### config.mk
export PLATFORM = sky130hd
export DESIGN_NAME = fewp_flash_erase_write_protect
export DESIGN_NICKNAME = d
export VERILOG_FILES = /design/src/design/fewp_pkg.sv /design/src/design/fewp_flash_erase_write_protect.sv
export SDC_FILE = /design/constraint.sdc
export NUM_CORES = 1
export LEC_CHECK = 0
export ABC_AREA = 1
export BUFFER_PORTS_ARGS = -buffer_cell sky130_fd_sc_hd__buf_2
export CAP_MARGIN = 20
export CORE_MARGIN = 4
export CORE_UTILIZATION = 35
export CTS_CLUSTER_DIAMETER = 60
export DETAILED_ROUTE_END_ITERATION = 12
export PLACE_DENSITY = 0.46
export SYNTH_ARGS = -nofsm -noshare
export SYNTH_HDL_FRONTEND = slang
export SYNTH_SLANG_ARGS = --single-unit
export TNS_END_PERCENT = 30
### constraint.sdc
create_clock -name clock -period 2 [get_ports clock]
set_input_delay 0.3 -clock clock [delete_from_list [all_inputs] [get_ports clock]]
set_output_delay 0.3 -clock clock [all_outputs]
set_load 0.05 [all_outputs]
### src/design/fewp_pkg.sv
// Purpose: constants and types for the flash erase / write-protect command block
// Assumes: one 125 MHz clock, SPI pins sampled by that clock
// Notes: opcode of the status write and its data bit layout are local choices
// Notes on behaviour
// - opcodes 60h, 62h and C7h all start the same whole-array erase.
// - whole-array erase runs only if the write-enable latch was already set.
// - erase takes no address, ignores trailing bytes, starts at chip select release.
// - erase needs chip select released on a byte boundary; otherwise no erase, latch cleared.
// - erase while array protected does nothing but clear the write-enable latch.
// - busy shows during erase; write-enable latch clears before erase ends.
// - failed internal erase verify sets the erase/program error flag.
// - write-enable opcode 06h sets the latch at chip select release.
// - program, erase and status write commands are refused without the latch set.
// - write-disable opcode 04h clears the latch at chip select release.
// - enable/disable released off a byte boundary abort, latch unchanged.
// - array-protect bit set protects the whole array from program and erase.
// - array-protect bit changes only through the status write command.
// - array-protect bit survives power cycles; shipped value is zero. Here reset reloads zero.
// - write-protect pin low with lock bit set freezes both bits, status writes ignored.
// - with write-protect low, a set lock bit stays set until power cycle.
// - lock bit at zero may be set regardless of the write-protect pin.
// - write-protect high with lock set leaves protect writable and lock clearable.
package fewp_pkg;
    localparam logic [7:0] OP_ERASE_A = 8'h60;
    localparam logic [7:0] OP_ERASE_B = 8'h62;
    localparam logic [7:0] OP_ERASE_C = 8'hc7;
    localparam logic [7:0] OP_WR_ENABLE = 8'h06;
    localparam logic [7:0] OP_WR_DISABLE = 8'h04;
    localparam logic [7:0] OP_WR_STATUS = 8'h01;
    localparam int WRS_PROTECT_POS = 2;
    localparam int WRS_LOCK_POS = 7;
    localparam logic RST_PROTECT = 1'b0;
    localparam logic RST_LOCK = 1'b0;
    localparam logic RST_WEL = 1'b0;
    localparam int CLOCK_MHZ = 125;
    localparam int ERASE_TIME_US_DEF = 1000;

    typedef struct packed {
        logic sck;
        logic csN;
        logic mosi;
    } fewp_spi_t;

    typedef struct packed {
        logic busy;
        logic eraseProgramError;
        logic protectLock;
        logic hwLocked;
        logic arrayProtect;
        logic writeEnableLatch;
    } fewp_status_t;

    typedef enum logic [1:0] {
        ST_IDLE = 2'b00,
        ST_ERASE = 2'b01,
        ST_VERIFY = 2'b11
    } fewp_state_t;
endpackage : fewp_pkg

### src/design/fewp_flash_erase_write_protect.sv
// Purpose: chip erase, write enable/disable and protection locking command logic
// Assumes: pins asynchronous to clock; serial clock well below a quarter of clock
// Notes: array erase itself is outside; this block starts it and times it
`timescale 1ns/10ps
module fewp_flash_erase_write_protect
    import fewp_pkg::*;
#(
    parameter int ERASE_TIME_US = ERASE_TIME_US_DEF
)
(
    input wire logic clock,
    input wire logic arst_n,
    input wire fewp_spi_t spiPins,
    input wire logic writeProtectN,
    input wire logic eraseVerifyFail,
    output logic eraseStart,
    output fewp_status_t status
);
    localparam int ERASE_CYCLES = ERASE_TIME_US * CLOCK_MHZ;

    fewp_spi_t syncA;
    fewp_spi_t syncB;
    logic sckLast;
    logic csLast;
    logic wpA;
    logic wpB;
    logic [2:0] bitCount;
    logic [1:0] byteCount;
    logic [7:0] shiftReg;
    logic [7:0] opcode;
    logic [7:0] dataByte;
    fewp_state_t state;
    logic [31:0] eraseTimer;
    logic writeEnableLatch;
    logic arrayProtect;
    logic protectLock;
    logic eraseProgramError;
    logic sckRise;
    logic frameEnd;
    logic aligned;
    logic hwLocked;
    logic isErase;
    logic idle;
    logic [7:0] next_shift;
    logic cmdDone;
    logic eraseGo;
    logic eraseDrop;
    logic wenGo;
    logic wdiGo;
    logic wrsGo;
    logic wrsApply;

    function automatic logic is_erase_op(input logic [7:0] op);
        is_erase_op = (op == OP_ERASE_A) || (op == OP_ERASE_B) || (op == OP_ERASE_C);
    endfunction : is_erase_op

    // status write needs opcode, one whole data byte and a byte boundary
    function automatic logic is_status_write(input logic [7:0] op, input logic [1:0] nBytes,
                                             input logic al);
        is_status_write = (op == OP_WR_STATUS) && al && (nBytes >= 2'h2);
    endfunction : is_status_write

    // two-stage synchronisers on every pin
    always_ff @(posedge clock or negedge arst_n)
    begin
        if (!arst_n)
        begin
            syncA <= '{sck: 1'b0, csN: 1'b1, mosi: 1'b0};
            syncB <= '{sck: 1'b0, csN: 1'b1, mosi: 1'b0};
            wpA <= 1'b1;
            wpB <= 1'b1;
        end
        else
        begin
            syncA <= spiPins;
            syncB <= syncA;
            wpA <= writeProtectN;
            wpB <= wpA;
        end
    end

    always_ff @(posedge clock or negedge arst_n)
    begin
        if (!arst_n)
        begin
            sckLast <= 1'b0;
            csLast <= 1'b1;
        end
        else
        begin
            sckLast <= syncB.sck;
            csLast <= syncB.csN;
        end
    end

    assign sckRise = syncB.sck && !sckLast && !syncB.csN;
    assign frameEnd = syncB.csN && !csLast;
    assign aligned = (bitCount == 3'h0) && (byteCount != 2'h0);
    assign hwLocked = !wpB && protectLock;
    assign isErase = is_erase_op(opcode);
    assign idle = (state == ST_IDLE);
    assign next_shift = {shiftReg[6:0], syncB.mosi};

    // bit and byte framing, msb first
    always_ff @(posedge clock or negedge arst_n)
    begin
        if (!arst_n)
        begin
            bitCount <= 3'h0;
            byteCount <= 2'h0;
        end
        else if (syncB.csN)
        begin
            bitCount <= 3'h0;
            byteCount <= 2'h0;
        end
        else if (sckRise)
        begin
            bitCount <= bitCount + 3'h1;
            // byte count saturates; bytes past the data byte are ignored
            if (bitCount == 3'h7 && byteCount != 2'h3)
            begin
                byteCount <= byteCount + 2'h1;
            end
        end
    end

    // shift register and captured opcode and data byte
    always_ff @(posedge clock or negedge arst_n)
    begin
        if (!arst_n)
        begin
            shiftReg <= 8'h00;
            opcode <= 8'h00;
            dataByte <= 8'h00;
        end
        else if (sckRise)
        begin
            shiftReg <= next_shift;
            if (bitCount == 3'h7 && byteCount == 2'h0)
            begin
                opcode <= next_shift;
            end
            if (bitCount == 3'h7 && byteCount == 2'h1)
            begin
                dataByte <= next_shift;
            end
        end
    end

    // command decode at chip select release; frames under eight bits do nothing
    always_comb
    begin
        cmdDone = frameEnd && idle && (byteCount != 2'h0);
        eraseGo = 1'b0;
        eraseDrop = 1'b0;
        wenGo = 1'b0;
        wdiGo = 1'b0;
        wrsGo = 1'b0;
        if (cmdDone)
        begin
            if (isErase)
            begin
                if (!aligned)
                begin
                    eraseDrop = 1'b1;
                end
                else if (writeEnableLatch && arrayProtect)
                begin
                    eraseDrop = 1'b1;
                end
                else if (writeEnableLatch)
                begin
                    eraseGo = 1'b1;
                end
            end
            else if (aligned && opcode == OP_WR_ENABLE)
            begin
                wenGo = 1'b1;
            end
            else if (aligned && opcode == OP_WR_DISABLE)
            begin
                wdiGo = 1'b1;
            end
            else if (is_status_write(opcode, byteCount, aligned))
            begin
                // costs the latch even when locked
                wrsGo = 1'b1;
            end
        end
    end

    assign wrsApply = wrsGo && writeEnableLatch && !hwLocked;

    // write-enable latch
    always_ff @(posedge clock or negedge arst_n)
    begin
        if (!arst_n)
        begin
            writeEnableLatch <= RST_WEL;
        end
        else if (eraseStart)
        begin
            writeEnableLatch <= 1'b0;
        end
        else if (eraseGo)
        begin
            // cleared at launch so busy never shows beside a set latch
            writeEnableLatch <= 1'b0;
        end
        else if (eraseDrop)
        begin
            writeEnableLatch <= 1'b0;
        end
        else if (wdiGo)
        begin
            writeEnableLatch <= 1'b0;
        end
        else if (wrsGo)
        begin
            writeEnableLatch <= 1'b0;
        end
        else if (wenGo)
        begin
            writeEnableLatch <= 1'b1;
        end
    end

    // protection bits; reset models power cycle, protect value as shipped
    always_ff @(posedge clock or negedge arst_n)
    begin
        if (!arst_n)
        begin
            arrayProtect <= RST_PROTECT;
            protectLock <= RST_LOCK;
        end
        else if (wrsApply)
        begin
            arrayProtect <= dataByte[WRS_PROTECT_POS];
            if (!protectLock)
            begin
                protectLock <= dataByte[WRS_LOCK_POS];
            end
            else if (wpB)
            begin
                protectLock <= dataByte[WRS_LOCK_POS];
            end
        end
    end

    // erase start decision
    always_ff @(posedge clock or negedge arst_n)
    begin
        if (!arst_n)
        begin
            eraseStart <= 1'b0;
        end
        else
        begin
            eraseStart <= eraseGo;
        end
    end

    // self-timed erase sequence
    always_ff @(posedge clock or negedge arst_n)
    begin
        if (!arst_n)
        begin
            state <= ST_IDLE;
            eraseTimer <= 32'h0;
        end
        else
        begin
            case (state)
                ST_IDLE:
                begin
                    if (eraseStart)
                    begin
                        state <= ST_ERASE;
                        eraseTimer <= 32'(ERASE_CYCLES - 1);
                    end
                end
                ST_ERASE:
                begin
                    if (eraseTimer == 32'h0)
                    begin
                        state <= ST_VERIFY;
                    end
                    else
                    begin
                        eraseTimer <= eraseTimer - 32'h1;
                    end
                end
                ST_VERIFY:
                begin
                    state <= ST_IDLE;
                end
                default:
                begin
                    state <= ST_IDLE;
                end
            endcase
        end
    end

    // error flag: set on verify fail, cleared when a new erase starts
    always_ff @(posedge clock or negedge arst_n)
    begin
        if (!arst_n)
        begin
            eraseProgramError <= 1'b0;
        end
        else if (state == ST_VERIFY && eraseVerifyFail)
        begin
            eraseProgramError <= 1'b1;
        end
        else if (eraseStart)
        begin
            eraseProgramError <= 1'b0;
        end
    end

    // status image; busy covers the cycle of the start pulse too
    always_ff @(posedge clock or negedge arst_n)
    begin
        if (!arst_n)
        begin
            status <= '0;
        end
        else
        begin
            status.busy <= eraseStart || (state != ST_IDLE);
            status.eraseProgramError <= eraseProgramError;
            status.protectLock <= protectLock;
            status.hwLocked <= hwLocked;
            status.arrayProtect <= arrayProtect;
            status.writeEnableLatch <= writeEnableLatch;
        end
    end
endmodule : fewp_flash_erase_write_protect

==> results.tsv <==
metric	value	unit
status	complete, no violations	
numCtsBuffers	9	
synth_cell_types	28	
hold_viol	0	
power_per_cell_area	743	mW/mm^2
clk_latency	0.34	ns
multi_input_area	0.00188	mm^2
vdd_drop_max	681	uV
place_congestion	0.848	
antenna_found_initial	0	
criticalPathCategory	flip-flop to flip-flop	
ant_nets	0	
worst_r2r_path_depth	8	
wirelength	9510	um
ys_async_sr_fraction	100	%
yosysWarnings	0	
synth_top_area_share	43.9	%
htreeDepth	3	
layout.nets	565	
p_total	3.47	mW
drc	0	
max_cap_viol_count	0	
syn-num-nets	542	
leakagePower	2.39	nW
grt_max_degree	43	
io_buffers	13	
clk_path_buf_depth	2	
ios	14	
period_share	91.1	%
cp.required	2.22	ns
final_max_slew_viol_count	0	
synth-seq-cells	77	
grt-ovfl-total	0	
clk_pin_slew_worst_paths	0.06	ns
finalSetupTns	0	ns
worst_path_max_delay_cell	dfrtp_1	
vias	3302	
wl_met3	460	um
drtIter0Drc	250	
fmax	549	MHz
cts_tree	built	
setup_viol	0	
rows	39	
top_layer	met4	
hold_slack	0.0512	ns
tightest_slew	0.525	ns
syn_avg_cell_area	7.80	um^2
yosysSeqAreaShare	47.1	%
synthTopCellsByCount	nand2_1, nor2_1, dfrtp_1	
yosys.area.top_type	dfrtp_1	
synth-main-ff-cell	dfrtp_1	
dieArea	0.0135	mm^2
rsz0062_at_grt	no	
syn_area	0.00410	mm^2
dr_wl_met2	3920	um
initial_utilization	35.8	%
cts_root_buf	clkbuf_16	
drive_above_1_share	12.5	%
endpoint_kind	flip-flop	
hp-class	input pin to flip-flop	
wl_per_cell	13.6	um
path_max_fanout	6	
finClkSkew	0.00556	ns
syn_to_final_growth	13.9	%
period_minus_slack	1.82	ns
path_cells	inv_1 > ha_2 > nand2_1 > nor2_2 > nand2_1 > xnor2_1 > o21ai_0 > nand2_1	
critical_path_arrival	2.05	ns
crit_path_max_incr_delay	0.42	ns
critPathLaunchType	flip-flop	
timing.critical_path.mode_cell	nand2_1	
post-synth-top-count-cell	nand2_1	
core	0.0115	mm^2
seqCellArea	0.00193	mm^2
grt_pass1_vias	3154	
synthCells	526	
die_w	116	um
utilization	40.8	%
vias_per_cell	4.74	
n_antenna_cell	0	
fillCellCount	1194	
track_usage	15.7	%
grt_pass1_wl	16200	um
drt-met1-wl	4990	um
slew_headroom	64.9	%
first_pass_iters	5	
synthTopCellsByArea	dfrtp_1, nand2_1, nor2_1, inv_1, o21ai_0	
die_y	116	um
hold_depth	1	
synth_edf_count	0	
dpl.hpwl	6950	um
clock_sinks	77	
-- cell type report --
type,instances,share of cell area (%)
Sequential cell,77,41.4
Multi-Input combinational cell,384,40.2
Clock buffer,11,4.98
Inverter,54,4.50
Tap cell,143,3.83
Timing Repair Buffer,23,3.37
Clock inverter,5,1.79
-- flip-flops by register name, summed over array words and instances (netlist names), 2 cells and up --
register    flops
shiftReg        7
status          6
byteCount       2
syncB           2
bitCount        3
dataByte        2
syncA           3
opcode          8
state           2
eraseTimer     32
-- cells by family (layout without fill, tap and decap cells) --
family | count (synthesis) | count (layout) | synth area share [%]
buffers and inverters | 65 | 93 | 7.38
AOI/OAI and AO/OA | 62 | 62 | 9.39
adders and majority gates | 9 | 9 | 2.74
xor gates and xnor gates | 10 | 10 | 2.13
DFF | 77 | 77 | 47.1
and+or+nand+nor | 303 | 303 | 31.2
-- worst paths after layout --
| kind | from | end | slack (ns) |
|---|---|---|---|
| worst min-delay path | spiPins[1] | syncA[1] | 0.05 |
| max in group asynchronous | arst_n | syncA[1] | 0.92 |
| min in group asynchronous | arst_n | eraseStart | 0.42 |
| worst max-delay path | eraseTimer[0] | eraseTimer[16] | 0.18 |
| worst max register to register | eraseTimer[0] | eraseTimer[16] | 0.18 |
| worst min register to register | syncA[0] | next_shift[0] | 0.35 |
-- repair_timing --
| item | 4_1_cts | 5_1_grt |
|---|---|---|
| hold buffers | 1 | 0 |
| resized for setup | 0 | 3 |
| setup buffers | 0 | 0 |
| setup endpoints to repair | 0 | 4 |
| hold endpoints to repair | 23 | 0 |
-- per-stage QoR --
step	setup WS, ns	cells	cell area (um^2)
2_1_floorplan	0.362	526	4100
5_1_grt	0.00980	697	4670
3_5_place_dp	0.0649	680	4340
4_1_cts	0.0419	697	4660
6_report	0.179	697	4670
3_3_place_gp	0.0710	680	4340
-- power by group --
group	internal [mW]	total, mW	switching, mW
Sequential	1.61	1.63	0.0201
Clock	1.10	1.75	0.653
Combinational	0.0288	0.0961	0.0674
Total	2.73	3.47	0.741
-- routing by layer --
metal / track usage [%] / vias up
li1: - / 1723
met1: 22.8 / 1502
met2: 22.4 / 65
met3: 4.04 / 12
met4: 5.96 / 0
met5: 0 / -
-- critical path, delay by kind of cell (launching register included) --
kind,cells,cell delay (ns)
fa+ha+maj,1,0.27
simple gates,4,0.57
xor+xnor,1,0.13
compound gates,1,0.17
flops,1,0.42
buf+inv,1,0.15
-- cells in the final DEF, fill, tap and decap left out, types with 3 or more instances in the layout --
master     synthesis  layout
o21ai_0           36      36
ha_1               9       8
o21bai_1           6       6
nand2_1          152     152
xnor2_1            4       4
nor2_1            85      84
inv_1             53      53
or2_2              3       3
nand4_1           19      19
nor2_4             5       5
buf_4              0       9
nand3_1           34      34
dfstp_2            5       5
clkbuf_16          0       9
o21ai_2           14      14
xor2_1             6       6
buf_2              1      12
dfrtp_1           72      72
a21oi_1            4       4
(Power assumes the default switching activity.)
